<file path="src/inc/scc_pkg.sv">
package scc_pkg;
    // apb map: byte addresses of aligned 32-bit words
    localparam int                ADDR_W     = 8;
    localparam int                DATA_W     = 32;
    localparam logic [ADDR_W-1:0] OFS_TRIM   = 8'h00;
    localparam logic [ADDR_W-1:0] OFS_SEL    = 8'h04;
    localparam logic [ADDR_W-1:0] OFS_DIV    = 8'h08;
    localparam logic [ADDR_W-1:0] OFS_CMD    = 8'h0C;
    localparam logic [ADDR_W-1:0] OFS_STATUS = 8'h10;

    // oscillator trim layout
    localparam int TRIM_W         = 8;
    localparam int TRIM_RANGE_BIT = 7;
    localparam int TRIM_FINE_W    = 7;

    // clock selection layout
    localparam int SEL_RSVD_BIT   = 7;
    localparam int SEL_CLKOUT_BIT = 6;
    localparam int SEL_START_LO   = 4;
    localparam int START_W        = 2;
    localparam int SEL_SRC_LO     = 0;
    localparam int SRC_W          = 4;

    // divider: factor is two to the power of division_select
    localparam int                   DIV_SEL_W   = 4;
    localparam logic [DIV_SEL_W-1:0] DIV_SEL_MAX = 4'h8;
    localparam logic [DIV_SEL_W-1:0] DIV_SEL_RST = 4'h0;
    localparam int                   DIV_CNT_W   = 8;

    // status layout
    localparam int ST_SRC_LO     = 0;
    localparam int ST_DIV_LO     = 4;
    localparam int ST_SWITCH_BIT = 8;
    localparam int ST_IRST_BIT   = 9;

    // clock commands, written to the command register
    localparam int CMD_W = 3;
    typedef enum logic [CMD_W-1:0] {
        SCC_CMD_NONE, SCC_CMD_SRC_ENDIS, SCC_CMD_AVAIL, SCC_CMD_SWITCH, SCC_CMD_RECOVER, SCC_CMD_CLOCK_OUT
    } scc_cmd_t;

    // reset stretch timing
    localparam int RST_SRC_NUM      = 4;
    localparam int CLK_PERIOD_NS    = 25;
    localparam int STRETCH_BASE_CK  = 14;
    localparam int STRETCH_MID_US   = 4100;
    localparam int STRETCH_LONG_US  = 65000;
    localparam int STRETCH_MID_CYC  = STRETCH_BASE_CK + (STRETCH_MID_US * 1000 + CLK_PERIOD_NS - 1) / CLK_PERIOD_NS;
    localparam int STRETCH_LONG_CYC = STRETCH_BASE_CK + (STRETCH_LONG_US * 1000 + CLK_PERIOD_NS - 1) / CLK_PERIOD_NS;
    localparam int STRETCH_CNT_W    = 22;
    typedef enum logic [1:0] {SCC_DLY_SHORT, SCC_DLY_MID, SCC_DLY_LONG} scc_dly_t;
    // indexed by {source fuse bit 0, start-up fuse}
    localparam scc_dly_t STRETCH_KIND [8] = '{SCC_DLY_MID, SCC_DLY_LONG, SCC_DLY_SHORT, SCC_DLY_MID,
                                              SCC_DLY_LONG, SCC_DLY_SHORT, SCC_DLY_MID, SCC_DLY_LONG};
endpackage

</file>
<file path="src/logic/scc_clock_ctrl.sv">
// The register offsets and the APB register port were left to the implementer.
`timescale 1ns/1ps
module scc_clock_ctrl
    import scc_pkg::*;
#(
    parameter int NUM_SRC           = RST_SRC_NUM,
    parameter int STRETCH_SHORT_CYC = STRETCH_BASE_CK,
    parameter int STRETCH_MID       = STRETCH_MID_CYC,
    parameter int STRETCH_LONG      = STRETCH_LONG_CYC
)(
    input  wire logic               mclk,
    input  wire logic               sys_rst,
    input  wire logic               clk_en,
    input  wire logic               psel,
    input  wire logic               penable,
    input  wire logic               pwrite,
    input  wire logic [ADDR_W-1:0]  paddr,
    input  wire logic [DATA_W-1:0]  pwdata,
    output logic [DATA_W-1:0]       prdata,
    output logic                    pready,
    output logic                    pslverr,
    input  wire logic [TRIM_W-1:0]  factory_trim,
    input  wire logic               clock_output_fuse,
    input  wire logic [START_W-1:0] startup_time_fuse,
    input  wire logic [SRC_W-1:0]   source_select_fuse,
    input  wire logic [SRC_W-1:0]   active_source,
    input  wire logic [NUM_SRC-1:0] reset_src,
    output logic                    trim_range_select,
    output logic [TRIM_FINE_W-1:0]  trim_fine_value,
    output logic                    sys_tick,
    output logic                    cmd_valid,
    output logic [CMD_W-1:0]        cmd_code,
    output logic [SRC_W-1:0]        cmd_source,
    output logic [START_W-1:0]      cmd_startup,
    output logic                    cmd_clock_out,
    output logic                    internal_reset,
    output logic                    io_reset
);

    // register contents
    logic [TRIM_W-1:0]    oscillator_trim;   // live oscillator trim
    logic                 sel_clk_out;       // clock_output_bit
    logic [START_W-1:0]   sel_start;         // startup_time_field
    logic [SRC_W-1:0]     sel_src;           // source_select_field
    logic [DIV_SEL_W-1:0] division_select;   // last accepted division setting

    // fuse copies caught during reset
    logic [START_W-1:0]   fuse_start;
    logic                 fuse_src0;

    // bus decode
    logic                 setup;             // setup phase of a transfer
    logic                 wr_strobe;         // write takes effect this edge
    logic                 addr_hit;          // address maps a register
    logic                 wr_trim;
    logic                 wr_sel;
    logic                 wr_div;
    logic                 wr_cmd;
    logic                 div_ok;            // written division is legal
    logic                 cmd_ok;            // written command is known
    logic                 recover_wr;        // recover command taken this edge
    scc_cmd_t             cmd_in;            // command code on the bus
    logic [DATA_W-1:0]    next_prdata;

    // links to the sub-blocks
    logic [DIV_SEL_W-1:0]     active_div;
    logic                     div_switching;
    logic [STRETCH_CNT_W-1:0] stretch_target;

    assign setup     = psel & ~penable;
    assign wr_strobe = psel & penable & pready & pwrite & clk_en;
    assign addr_hit  = (paddr == OFS_TRIM) | (paddr == OFS_SEL) | (paddr == OFS_DIV) |
                       (paddr == OFS_CMD) | (paddr == OFS_STATUS);
    assign wr_trim   = wr_strobe & (paddr == OFS_TRIM);
    assign wr_sel    = wr_strobe & (paddr == OFS_SEL);
    assign wr_div    = wr_strobe & (paddr == OFS_DIV) & div_ok;
    assign wr_cmd    = wr_strobe & (paddr == OFS_CMD) & cmd_ok;
    assign div_ok    = (pwdata[DIV_SEL_W-1:0] <= DIV_SEL_MAX);
    assign cmd_in    = scc_cmd_t'(pwdata[CMD_W-1:0]);
    assign cmd_ok    = (cmd_in != SCC_CMD_NONE) && (cmd_in <= SCC_CMD_CLOCK_OUT);
    assign recover_wr = wr_cmd & (cmd_in == SCC_CMD_RECOVER);

    // trim halves drive the oscillator directly from the register
    assign trim_range_select = oscillator_trim[TRIM_RANGE_BIT];
    assign trim_fine_value   = oscillator_trim[TRIM_FINE_W-1:0];

    // apb answer: zero wait states, ready one cycle after setup
    always_ff @(posedge mclk) begin
        if (sys_rst) begin
            pready  <= 1'h0;
            pslverr <= 1'h0;
        end else if (clk_en) begin
            pready  <= setup;
            pslverr <= setup & ~addr_hit;
        end
    end

    // read mux, built from the setup-phase address
    always_comb begin
        next_prdata = '0;
        case (paddr)
            OFS_TRIM: begin
                next_prdata[TRIM_W-1:0] = oscillator_trim;
            end
            OFS_SEL: begin
                // top bit left at zero
                next_prdata[SEL_CLKOUT_BIT] = sel_clk_out;
                next_prdata[SEL_START_LO +: START_W] = sel_start;
                next_prdata[SEL_SRC_LO +: SRC_W] = sel_src;
            end
            OFS_DIV: begin
                next_prdata[DIV_SEL_W-1:0] = division_select;
            end
            OFS_CMD: begin
                next_prdata[CMD_W-1:0] = cmd_code;
            end
            OFS_STATUS: begin
                next_prdata[ST_SRC_LO +: SRC_W] = active_source;
                next_prdata[ST_DIV_LO +: DIV_SEL_W] = active_div;
                next_prdata[ST_SWITCH_BIT] = div_switching;
                next_prdata[ST_IRST_BIT] = internal_reset;
            end
            default: begin
                next_prdata = '0;
            end
        endcase
    end

    // read data is loaded at the setup edge and stands through the access
    always_ff @(posedge mclk) begin
        if (sys_rst) begin
            prdata <= '0;
        end else if (clk_en) begin
            if (setup && !pwrite) begin
                prdata <= next_prdata;
            end else begin
                prdata <= '0;
            end
        end
    end

    // oscillator trim: factory value while reset is held, then software
    always_ff @(posedge mclk) begin
        if (sys_rst) begin
            oscillator_trim <= factory_trim;
        end else if (clk_en && wr_trim) begin
            oscillator_trim <= pwdata[TRIM_W-1:0];
        end
    end

    // clock selection register; the recover command touches only the source
    always_ff @(posedge mclk) begin
        if (sys_rst) begin
            sel_clk_out <= ~clock_output_fuse;
            sel_start   <= startup_time_fuse;
            sel_src     <= source_select_fuse;
        end else if (clk_en) begin
            if (wr_sel) begin
                sel_clk_out <= pwdata[SEL_CLKOUT_BIT];
                sel_start   <= pwdata[SEL_START_LO +: START_W];
                sel_src     <= pwdata[SEL_SRC_LO +: SRC_W];
            end else if (recover_wr) begin
                // clock-output bit and start-up field left alone
                sel_src <= active_source;
            end
        end
    end

    // fuse copies for the stretch length, caught while reset is held
    always_ff @(posedge mclk) begin
        if (sys_rst) begin
            fuse_start <= startup_time_fuse;
            fuse_src0  <= source_select_fuse[0];
        end
    end

    // stretch length from the fuse table
    always_comb begin
        case (STRETCH_KIND[{fuse_src0, fuse_start}])
            SCC_DLY_MID: begin
                stretch_target = STRETCH_CNT_W'(STRETCH_MID);
            end
            SCC_DLY_LONG: begin
                stretch_target = STRETCH_CNT_W'(STRETCH_LONG);
            end
            default: begin
                stretch_target = STRETCH_CNT_W'(STRETCH_SHORT_CYC);
            end
        endcase
    end

    // division setting; out-of-range writes are dropped so the divider
    // never sees a factor it cannot count
    always_ff @(posedge mclk) begin
        if (sys_rst) begin
            division_select <= DIV_SEL_RST;
        end else if (clk_en && wr_div) begin
            division_select <= pwdata[DIV_SEL_W-1:0];
        end
    end

    // command issue: one-cycle pulse with the operands of the moment
    always_ff @(posedge mclk) begin
        if (sys_rst) begin
            cmd_valid     <= 1'h0;
            cmd_code      <= SCC_CMD_NONE;
            cmd_source    <= '0;
            cmd_startup   <= '0;
            cmd_clock_out <= 1'h0;
        end else if (clk_en) begin
            cmd_valid <= wr_cmd;
            if (wr_cmd) begin
                cmd_code      <= cmd_in;
                cmd_source    <= sel_src;
                cmd_startup   <= sel_start;
                cmd_clock_out <= sel_clk_out;
            end
        end
    end

    // glitch-free divider producing the system tick
    scc_prescaler #(
        .SEL_W (DIV_SEL_W),
        .CNT_W (DIV_CNT_W)
    ) u_prescaler (
        .mclk       (mclk),
        .sys_rst    (sys_rst),
        .clk_en     (clk_en),
        .new_sel    (pwdata[DIV_SEL_W-1:0]),
        .new_sel_wr (wr_div),
        .tick       (sys_tick),
        .switching  (div_switching),
        .active_sel (active_div)
    );

    // reset stretch and immediate port reset
    scc_reset_stretch #(
        .NUM_SRC (NUM_SRC),
        .CNT_W   (STRETCH_CNT_W)
    ) u_reset_stretch (
        .mclk           (mclk),
        .sys_rst        (sys_rst),
        .clk_en         (clk_en),
        .reset_src      (reset_src),
        .target         (stretch_target),
        .internal_reset (internal_reset),
        .io_reset       (io_reset)
    );
endmodule

</file>
<file path="src/logic/scc_prescaler.sv">
`timescale 1ns/1ps
module scc_prescaler
    import scc_pkg::*;
#(
    parameter int SEL_W = DIV_SEL_W,
    parameter int CNT_W = DIV_CNT_W
)(
    input  wire logic             mclk,
    input  wire logic             sys_rst,
    input  wire logic             clk_en,
    input  wire logic [SEL_W-1:0] new_sel,
    input  wire logic             new_sel_wr,
    output logic                  tick,
    output logic                  switching,
    output logic [SEL_W-1:0]      active_sel
);
    localparam int SW_BOUND = 520;   // worst old period plus new period plus margin
    logic [CNT_W-1:0] ripple;        // free count at the undivided clock
    logic [CNT_W-1:0] last_val;      // terminal count of the setting in force
    logic [SEL_W-1:0] pend_sel;      // setting waiting for the old period to end
    logic             pend;
    logic             arm;           // first new edge produced, awaiting second
    logic [CNT_W:0]   gap;           // helper: cycles since the previous tick

    assign last_val  = CNT_W'((1 << active_sel) - 1);
    assign switching = pend | arm;

    // divider runs from mclk itself, so it serves every source choice
    always_ff @(posedge mclk) begin
        if (sys_rst) begin
            ripple <= '0;
            tick   <= 1'h0;
        end else if (clk_en) begin
            tick <= (ripple == last_val);
            if (ripple == last_val) begin
                ripple <= '0;
            end else begin
                ripple <= ripple + 1'h1;
            end
        end
    end

    // a new setting only takes over at the end of a whole old period,
    // so no shortened period, hence no faster intermediate rate
    always_ff @(posedge mclk) begin
        if (sys_rst) begin
            active_sel <= DIV_SEL_RST;
            pend_sel   <= DIV_SEL_RST;
            pend       <= 1'h0;
            arm        <= 1'h0;
        end else if (clk_en) begin
            if (new_sel_wr) begin
                pend     <= 1'h1;
                pend_sel <= new_sel;
            end else if (ripple == last_val && pend) begin
                active_sel <= pend_sel;
                pend       <= 1'h0;
                arm        <= 1'h1;
            end else if (ripple == last_val && arm) begin
                arm <= 1'h0;
            end
        end
    end

    // helper count for the period checks
    always_ff @(posedge mclk) begin
        if (sys_rst) begin
            gap <= '0;
        end else if (clk_en) begin
            gap <= tick ? (CNT_W+1)'(1) : gap + 1'h1;
        end
    end
endmodule

</file>
<file path="src/logic/scc_reset_stretch.sv">
`timescale 1ns/1ps
module scc_reset_stretch
    import scc_pkg::*;
#(
    parameter int NUM_SRC = RST_SRC_NUM,
    parameter int CNT_W   = STRETCH_CNT_W
)(
    input  wire logic               mclk,
    input  wire logic               sys_rst,
    input  wire logic               clk_en,
    input  wire logic [NUM_SRC-1:0] reset_src,
    input  wire logic [CNT_W-1:0]   target,
    output logic                    internal_reset,
    output logic                    io_reset
);
    logic [NUM_SRC-1:0] filt;     // settled reset source levels
    logic [CNT_W-1:0]   cnt;      // cycles since all sources went quiet
    logic               any_src;
    logic               raw_any;
    logic [NUM_SRC-1:0] busy;     // a caught level still in some catch stage

    // three-stage catch per pin; a level counts once stages two and three agree
    for (genvar i = 0; i < NUM_SRC; i++) begin : g_src
        logic s1, s2, s3, f;
        always_ff @(posedge mclk) begin
            if (sys_rst) begin
                {s1, s2, s3, f} <= 4'h0;
            end else if (clk_en) begin
                s1 <= reset_src[i];
                s2 <= s1;
                s3 <= s2;
                if (s2 == s3) begin
                    f <= s3;
                end
            end
        end
        assign filt[i] = f;
        assign busy[i] = s1 | s2 | s3 | f;
    end

    assign any_src = |filt;
    assign raw_any = |reset_src;

    // stretch the internal reset until the fuse-chosen count has run out
    always_ff @(posedge mclk) begin
        if (sys_rst) begin
            cnt            <= '0;
            internal_reset <= 1'h1;
        end else if (clk_en) begin
            if (any_src) begin
                cnt            <= '0;
                internal_reset <= 1'h1;
            end else if (cnt < target) begin
                cnt <= cnt + 1'h1;
            end else begin
                internal_reset <= 1'h0;
            end
        end
    end

    // ports go to their idle state straight from the pin, no clock needed;
    // a glitch on a pin can also set it, which is the safe direction
    always_ff @(posedge mclk or posedge raw_any) begin
        if (raw_any) begin
            io_reset <= 1'h1;
        end else if (sys_rst) begin
            io_reset <= 1'h1;
        end else if (clk_en && !internal_reset && !(|busy)) begin
            // a short pulse still in the catch stages keeps ports held,
            // otherwise they would drop and be grabbed again a few edges later
            io_reset <= 1'h0;
        end
    end
endmodule
</file>
<file path="config.mk">
export PLATFORM = sky130hd
export DESIGN_NAME = scc_clock_ctrl
export DESIGN_NICKNAME = d
export VERILOG_FILES = /design/src/inc/scc_pkg.sv /design/src/logic/scc_clock_ctrl.sv /design/src/logic/scc_prescaler.sv /design/src/logic/scc_reset_stretch.sv
export SDC_FILE = /design/constraint.sdc
export NUM_CORES = 1
export LEC_CHECK = 0
export ABC_AREA = 1
export ABC_CLOCK_PERIOD_IN_PS = 6500
export BUFFER_PORTS_ARGS = -buffer_cell sky130_fd_sc_hd__buf_2
export CAP_MARGIN = 20
export CORE_MARGIN = 2
export CORE_UTILIZATION = 31
export CTS_BUF_LIST = sky130_fd_sc_hd__clkbuf_8
export DETAILED_ROUTE_END_ITERATION = 7
export PLACE_DENSITY = 0.55
export RECOVER_POWER = 100
export SYNTH_ARGS = -nofsm -noshare
export SYNTH_HDL_FRONTEND = slang
export SYNTH_SLANG_ARGS = --single-unit
</file>
<file path="constraint.sdc">
create_clock -name mclk -period 6.5 [get_ports mclk]
set_input_delay 0.65 -clock mclk [delete_from_list [all_inputs] [get_ports mclk]]
set_output_delay 0.65 -clock mclk [all_outputs]
set_load 0.005 [all_outputs]
</file>
# --- Word-level counts from Yosys, hierarchy flattened ---
# Memories as Yosys holds them, arrays and structs flattened.
# Cells that the tools add are included.
word_totals:
  register_bits: 126
  latchBits: 0
  mem_bits_rw: 0
  romBits: 16
  elab_cells: 166
  memories: 1
classes:
  n_addsub: 3
  mul: 0
  div_mod_pow: 0
  order_cmp: 4
  eq_ne: 13
  n_shift: 1
  mux: 32
  bitwise: 35
  reduce_logical: 37
mem_list:
  columns: ["name", "words", "word_bits", "read_ports", "rd_ports_with_merged_regs", "wr", "line", "text"]
  rows:
  - ["(no name shown)", 8, 2, 1, 0, 0, "scc_clock_ctrl.sv:179", "case (STRETCH_KIND[{fuse_src0, fuse_start}])"]
ops:
  columns: ["operator", "count"]
  rows:
  - ["$mux W22", 2]
  - ["$pmux W22 S2", 1]
  - ["$mux W8", 3]
  - ["$add A22 B1 Y22 const B", 1]
  - ["$lt A22 B22 Y1", 1]
  - ["$reduce_and A2 Y1", 11]
  - ["$or A1 B1 Y1", 17]
  - ["$eq A8 B4 Y1 const B", 2]
  - ["$mux W4", 4]
  - ["$pmux W3 S5", 1]
  - ["$reduce_bool A2 Y1", 7]
  - ["$and A1 B1 Y1", 13]
  - ["$mux W2", 6]
  - ["$reduce_or A4 Y1", 3]
  - ["$mux W1", 11]
  - ["$mux W10", 1]
  - ["$pmux W3 S3", 1]
  - ["$add A8 B1 Y8 const B", 1]
  - ["$eq A8 B3 Y1 const B", 1]
  - ["$eq A8 B5 Y1 const B", 1]
  - ["$eq A8 B8 Y1", 1]
  - ["$logic_and A1 B1 Y1", 8]
  - ["$logic_not A8 Y1", 1]
  - ["$shl A1 B4 Y8 const A", 1]
  - ["other kinds (16)", 26]

# --- Depth between registers and ports, before layout ---
# Gate-level depths: netlist of the first run.
depth:
  depth_word: 11
  depth_mapped: 18
  ltp_nobuf: 18

# --- Modules after synthesis ---
# A second synthesis of the first run with hierarchy kept.
unflattened:
  hier_cells: 939
  hier_area_um2: 6538.8
by_module_without_submodules:
  columns: ["mod", "instances", "cells_each", "area_each_um2"]
  rows:
  - ["scc_reset_stretch", 1, 446, 2924.1]
  - ["scc_clock_ctrl", 1, 332, 2538.7]
  - ["scc_prescaler", 1, 161, 1076.0]

# --- Worst setup path after synthesis of the first run ---
# No wires, ideal clock.
synth_timing:
  kind: "flip-flop to flip-flop"
  from: "reg fuse_start[1]"
  to: "reg u_reset_stretch.cnt[20]"
  setup_time_ns: 0.132
  arrival_ns: 2.339
  setup_slack_ns: 4.029
  path_stages_with_launch: 16
  path_buffers: 1
  synth_period_minus_slack_ns: 2.471
  path_cell_list: "edfxtp_1 > ha_1 > inv_1 > o21ai_0 > ha_1 > ha_1 > nand2_1 > nor2_1 > nand2_1 > nor3_2 > nand3_1 > nand3_1 > nand3_1 > buf_4 > nand3_1 > a21oi_1"
synth_via:
  elab_chain_len: 9
  elab_cells_between_ends: 10
synth_rtl:
  columns: ["item", "line", "text"]
  rows:
  - ["start, declared", "scc_clock_ctrl.sv:48", "logic [START_W-1:0] fuse_start;"]
  - ["start signal, assigned", "scc_clock_ctrl.sv:172", "fuse_start <= startup_time_fuse;"]
  - ["$not A3 Y4 (implied by the code) *", "scc_clock_ctrl.sv:179", null]
  - ["$mem_v2 Z8 W2 *", null, null]
  - ["$mux W2 (implied by the code) * (2 in series)", "scc_clock_ctrl.sv:179", null]
  - ["$eq A2 B2 Y1 or $eq A2 B1 Y1 (tied branches)", "scc_clock_ctrl.sv:179", null]
  - ["$pmux W22 S2 *", "scc_clock_ctrl.sv:179", null]
  - ["$lt A22 B22 Y1 *", "scc_reset_stretch.sv:53", "end else if (cnt < target) begin"]
  - ["$reduce_bool A2 Y1 (no line) *", null, null]
  - ["$reduce_and A2 Y1 (no line) *", null, null]
  - ["end signal, assigned", "scc_reset_stretch.sv:54", "cnt <= cnt + 1'h1;"]
  - ["end, declared", "scc_reset_stretch.sv:17", "logic [CNT_W-1:0] cnt;"]
# Every way passes the cells marked *; elsewhere a longest branch is shown, timed or not. The select of a mux whose other input is x is not followed.
# A chain may end at the register's enable or synchronous reset.

==> run_results.csv, run 1 <==
group,metric,value,unit
worst_setup_path,worst_ep_required_time,6780,ps
hold_path,hold_class,"in -> async",
layout,syn_to_final_growth,12.0,%
routing,num_vias,5146,
timing,whs,446,ps
clocking,clockBufferDepth,2,
job,drv_cap,1,
synth,async_reset_ff_frac,0.0100,
layout,regArea,0.00219,mm^2
global_routing,grt-ovfl-total,0,
pwr,power,1210,uW
timing,timing.final.setup_violations,0,
clocking,clk_latency,380,ps
timing,max-slew-margin-rel,-0.843,
synth,ys.flop_type,"dfxtp_1",
die,start_util,0.315,
status,status,"complete, but fails checks",
worst_setup_path,worstSetupStartpointType,"primary input",
layout,layout.nets,952,
worst_setup_path,cp_max_fo,61,
routing,drc,0,
routing,dr_wl_met3,707,um
synth,netlist_top_cells_count,"nand2_1, nor2_1, dfxtp_1",
die,core-area,0.0180,mm^2
die,die_w,139,um
routing,wl_met2,6490,um
global_routing,grt_max_degree,62,
clocking,cts.clk_slew.worst_paths,110,ps
timing,fmax,0.218,GHz
global_routing,antenna_found_initial,0,
clocking,htree_levels,3,
synth,ys_ff_latch,100,
synth,synthCells,800,
worst_setup_path,worstPathArrival,4860,ps
routing,wl_met1,6930,um
global_routing,first_global_vias,4693,
worst_setup_path,path_class,"in -> reg",
timing,rsz0062_at_grt,"false",
placement,port_buffers,78,
clocking,clock-sinks,100,
synth,synth_edf_count,18,
synth,ys_seq_area_frac,0.387,
global_routing,groute.usage.overall,0.148,
layout,drive_gt1_frac,0.115,
die,die-area,0.0194,mm^2
pwr,leakage,0.00274,uW
placement,gp_congestion,0.859,
die,pin_count,125,
placement,place_inst,1082,
synth,synthDistinctLibCells,43,
routing,drt_wl_total,14300,um
timing,drv_slew,62,
routing,wire_per_inst,13.1,um
routing,drtAntennaViolNets,0,
synth,yosysWarnings,0,
die,fp-row-count,49,
synth,netlist_area,0.00566,mm^2
placement,dpl.hpwl,10500,um
layout,n_antenna_cell,0,
synth,yosysMostFrequentCell,"nand2_1",
synth,synth_top_area_frac,0.287,
layout,multi_input_area,0.00295,mm^2
timing,layout_min_cycle_time,4580,ps
timing,fin_tns_setup,0,ps
routing,drt_iter0_markers,240,
layout,final_cells,1099,
clocking,postCtsHoldBufs,0,
timing,finClkSkew,14.1,ps
routing,highest_layer,"met4",
timing,hold_viol,0,
timing,tightest_slew,2760,ps
synth,yosysTopAreaCell,"dfxtp_1",
pwr,vdd_ir_drop_max,0.000141,V
timing,min_period_over_period,0.704,
worst_setup_path,endpoint_kind,"flip-flop",
clocking,cts_made_buffers,9,
clocking,cts_setup_buffers,0,
synth,synth.avg_cell_area,7.07,um^2
status,violations,"capacitance limit, slew limit",
clocking,ctsResizeCount,0,
clocking,cts_root_buf,"clkbuf_8",
synth,synth.area.top_cells,"dfxtp_1, nand2_1, edfxtp_1",
clocking,tritoncts,"built",
routing,drt-pass1-iter-count,5,
layout,fillers,1941,
die,fp.dieH,139,um
global_routing,grt_pass1_wl,23600,um
pwr,power_density,191,mW/mm^2
routing,vias_per_cell,4.68,
## area by class of cell
| cell class | instances | area share |
|---|---|---|
| multi-input cells | 588 | 0.466 |
| clock buffers | 10 | 0.0217 |
| inverters | 84 | 0.0497 |
| well taps | 229 | 0.0452 |
| flip-flops and latches | 100 | 0.345 |
| repair buffers | 82 | 0.0604 |
| clock inverters | 6 | 0.0122 |
## logic make-up (layout without fill, tap and decap cells)
kind of cell | after synthesis | after routing | synth area share
adder cells (fa/ha/maj) | 18 | 18 | 0.0398
AND/OR/NAND/NOR | 404 | 404 | 0.317
XOR/XNOR | 19 | 19 | 0.0294
other | 1 | 22 | 0.000663
AO/OA/AOI/OAI | 125 | 125 | 0.121
buffers and inverters | 133 | 182 | 0.105
flip-flops | 100 | 100 | 0.387
## per-stage QoR
step                      utilization  worst slack, ps  instance area, um^2
after detailed placement        0.343             2780                 6160
final                           0.353             1920                 6340
after floorplan                     -             4030                 5740
after global routing            0.353             1390                 6340
after CTS                       0.355             2750                 6370
after global placement          0.343             2840                 6160
## sequential cells by signal, summed over array words and instances (netlist names), 2 cells and up
signal and flops:
prdata 10, cmd_source 4, u_reset_stretch.cnt 22, u_prescaler.active_sel 4
u_prescaler.ripple 8, sel_start 2, division_select 4, u_reset_stretch.g_src.s2 4
sel_src 4, u_reset_stretch.g_src.s1 4, oscillator_trim 8, fuse_start 2
cmd_startup 2, u_reset_stretch.g_src.s3 4, cmd_code 3, u_reset_stretch.g_src.f 4
## layout by cell type, fill, tap and decap left out, drive strengths merged
cell and count:
or2 1, buf 59, nor2 105, nand2 188, nor4 4, inv 85, bufinv 1, xor2 13
a21o 2, nor3b 3, a32o 1, a21oi 50, o31ai 2, o221ai 3, nand4 9, dfstp 1
clkinvlp 1, xnor2 6, edfxtp 18, clkbuf 33, ha 18, dfxtp 81, o21ai 58, o2111ai 1
o21bai 3, o211ai 2, nand3 73, nand3b 4, nor3 17, conb 22, a22o 3, clkinv 3
## where the power goes
part	internal (uW)	switching [uW]
clock	196	238
combinational	40.2	78.1
sequential	650	11.6
## layer usage
metal  up-vias  track usage
li1       2706            -
met1      2314        0.204
met2       114        0.230
met3        12       0.0314
met4         0       0.0521
met5         -            0
## path summary, 6_finish.rpt
kind,slack [ps],end,start,cells after the start
setup / recovery,1920,prdata[5]$_SDFFE_PP0P_,sys_rst,9
hold / removal,450,u_reset_stretch.io_reset$_DFFE_PP1P_,reset_src[0],2
setup reg to reg,2920,u_reset_stretch.cnt[1]$_SDFFE_PP0P_,fuse_start[1]$_DFFE_PP_,15
hold reg to reg,460,prdata[1]$_SDFFE_PP0P_,prdata[1]$_SDFFE_PP0P_,2
max in group asynchronous,5940,u_reset_stretch.io_reset$_DFFE_PP1P_,reset_src[1],2
min in group mclk,460,fuse_start[0]$_DFFE_PP_,startup_time_fuse[0],1
## worst max-delay path, stage by stage
cell	delay (ps)
buf_2	70
clkbuf_1	1930
clkinv_1	360
clkbuf_1	700
nand4_1	390
nor2_1	190
nand2_1	170
nand2_1	110
a22o_1	200
Note: power is estimated with default switching activity, not from simulation.
==> run 2, diff against run 1 <==
Settings changed: ABC_AREA 1 to 0, ABC_CLOCK_PERIOD_IN_PS 6500 to 4200, PLACE_DENSITY 0.55 to 0.57.
Clock period 6.5 ns to 4.2 ns, I/O delays scaled along.
==> run_results.csv, run 2 <==
group,metric,value,unit
synth,synth_top_area_frac,0.305,
routing,wire_per_inst,14.3,um
synth,yosysMostFrequentCell,"dfxtp_1",
global_routing,antenna_found_initial,0,
die,pin_count,125,
layout,syn_to_final_growth,11.5,%
pwr,swShare,0.264,
clocking,clock-sinks,100,
worst_setup_path,crit_path_frequent_cell,"ha_1",
timing,fin_tns_setup,0,ps
worst_setup_path,path_cells,"inv_1, ha_1, mux2_1, ha_1, inv_1, ha_1, a211o_1, a211o_1, a211oi_1, a21oi_2, or4_1, a21oi_1",
worst_setup_path,cp_max_fo,12,
die,fp-row-count,47,
pwr,leakage,0.00226,uW
layout,n_antenna_cell,0,
global_routing,grt_pass1_wl,20600,um
status,status,"finished clean",
global_routing,grt-ovfl-total,0,
clocking,cts_made_buffers,9,
worst_setup_path,path_class,"reg -> reg",
die,start_util,0.318,
clocking,cts.clk_slew.worst_paths,100,ps
layout,drive_gt1_frac,0.144,
die,fp.dieH,135,um
worst_setup_path,endpoint_kind,"flip-flop",
clocking,htree_levels,3,
routing,num_vias,4463,
worst_setup_path,worst_ep_required_time,4520,ps
pwr,seqPwrFrac,0.554,
hold_path,hold_class,"in -> async",
placement,place_inst,857,
die,die-area,0.0182,mm^2
routing,drt-pass1-iter-count,8,
worst_setup_path,worstSetupStartpointType,"flip-flop",
clocking,postCtsHoldBufs,0,
global_routing,first_global_vias,4195,
timing,min_period_over_period,0.881,
layout,fillers,1751,
clocking,clk_latency,390,ps
die,die_w,135,um
synth,ys.flop_type,"dfxtp_1",
pwr,pwr-share-clk,0.345,
layout,layout_commonest_cell,"dfxtp_1",
timing,max-slew-margin-rel,0.152,
layout,largest_register_ffs,22,
pwr,power_density,310,mW/mm^2
synth,netlist_area,0.00532,mm^2
layout,final_cell_mix,"dfxtp_1, nand2_1, nor2_1, buf_2, a21oi_1",
placement,gp_congestion,0.819,
pwr,netSwitchingPower,485,uW
synth,synth_edf_count,18,
pwr,p_int,1350,uW
placement,dpl.hpwl,9190,um
clocking,ctsResizeCount,0,
synth,synth.avg_cell_area,9.10,um^2
routing,drc,0,
synth,synthCells,584,
timing,drv_slew,0,
worst_setup_path,max_stage_delay,540,ps
synth,yosysTopAreaCell,"dfxtp_1",
routing,vias_per_cell,5.11,
clocking,cts_root_buf,"clkbuf_8",
timing,finClkSkew,15.0,ps
synth,async_reset_ff_frac,0.0100,
synth,netlist_top_cells_count,"dfxtp_1, nand2_1, nor2_1",
global_routing,grt_max_degree,33,
pwr,vdd_ir_drop_max,0.000184,V
synth,ys_seq_area_frac,0.412,
synth,yosysWarnings,0,
timing,tightest_slew,1270,ps
die,core-area,0.0167,mm^2
clocking,cts_setup_buffers,0,
clocking,tritoncts,"built",
synth,synthDistinctLibCells,69,
synth,synth.area.top_cells,"dfxtp_1, edfxtp_1, mux2i_1",
timing,hold_viol,0,
placement,port_buffers,78,
layout,layout.nets,736,
worst_setup_path,worstPathArrival,4020,ps
clocking,clockBufferDepth,2,
timing,fmax,0.270,GHz
layout,regMostFlops,"u_reset_stretch.cnt",
routing,drtAntennaViolNets,0,
layout,final_cells,874,
pwr,combPwrFrac,0.101,
timing,rsz0062_at_grt,"false",
layout,reg_top3,"u_reset_stretch.cnt: 22 flops, prdata: 10 flops",
global_routing,groute.usage.overall,0.140,
timing,layout_min_cycle_time,3700,ps
worst_setup_path,worst_path_max_delay_cell,"or4_1",
synth,ys_ff_latch,100,
timing,timing.final.setup_violations,0,
job,drv_cap,0,
routing,drt_wl_total,12500,um
routing,drt_iter0_markers,199,
run 2: cell count changes in the layout (fill, tap and decap cells not counted), sizes merged, moves of 8 or more:
cell,delta
nand2,-128
inv,-70
nand3,-59
nor2,-55
mux2i,+30
o21ai,-25
nand2b,+16
or4,+14
mux2,+13
a21oi,-11
or3,+10
o31ai,+8
run 2: worst paths after layout:
| kind | cells after the start | start | to | slack (ps) |
|---|---|---|---|---|
| min in group mclk | 1 | startup_time_fuse[1] | fuse_start[1]$_DFFE_PP_ | 230 |
| max in group asynchronous | 2 | reset_src[1] | u_reset_stretch.io_reset$_DFFE_PP1P_ | 3870 |
| max | 12 | fuse_start[0]$_DFFE_PP_ | u_reset_stretch.cnt[21]$_SDFFE_PP0P_ | 500 |
| min | 2 | reset_src[0] | u_reset_stretch.io_reset$_DFFE_PP1P_ | 210 |
| min reg2reg | 2 | prdata[8]$_SDFFE_PP0P_ | prdata[8]$_SDFFE_PP0P_ | 460 |
| max reg2reg | 12 | fuse_start[0]$_DFFE_PP_ | u_reset_stretch.cnt[21]$_SDFFE_PP0P_ | 500 |
run 2: power by group through the flow:
stage	logic [uW]	clock network, uW	registers (uW)
after CTS	191	657	1020
after floorplan	137	0	1040
final	185	634	1020
after global placement	185	0	1040
after detailed placement	189	0	1040
after global routing	210	691	1020
run 2: metrics by stage:
step / hold slack (ps) / area [um^2] / worst slack (ps) / total power (uW) / util
global placement: 428 / 5810 / 592 / 1230 / 0.348
global route: 231 / 5930 / 215 / 1920 / 0.355
floorplan: 435 / 5390 / 912 / 1170 / -
detailed placement: 442 / 5810 / 507 / 1230 / 0.348
finish: 211 / 5930 / 500 / 1840 / 0.355
CTS: 190 / 6000 / 433 / 1870 / 0.359
run 2: worst max-delay path, delay by kind of cell, from the launching register on:
kind                       cells  cell delay, ps
adders and majority gates      3             700
and+or+nand+nor                1             540
AOI/OAI and AO/OA              5            1370
DFF                            1             410
buffers and inverters          2             270
muxes                          1             320
run 2: layout make-up:
class,count,area (um^2),area share
Multi-Input combinational cell,441,2820,0.476
Clock buffer,9,124,0.0209
Timing Repair Buffer,84,397,0.0669
Clock inverter,7,72.6,0.0122
Sequential cell,100,2190,0.369
Tap cell,220,275,0.0464
Inverter,13,48.8,0.00823
run 2: kinds of logic (layout without fill, tap and decap cells):
group,after synthesis,after routing,share of synthesized area
multiplexers,44,44,0.0883
flip-flops,100,100,0.412
AO/OA/AOI/OAI,124,124,0.155
AND/OR/NAND/NOR,222,222,0.220
other,1,22,0.000706
buffers and inverters,64,113,0.0638
adder cells (fa/ha/maj),18,18,0.0424
XOR/XNOR,11,11,0.0181
run 2: per-layer routing:
metal,share of wire,track usage,wire length [um]
met5,0,0,0
met2,0.46,0.223,5740
met4,0.012,0.0370,145
met1,0.47,0.187,5860
met3,0.063,0.0409,790
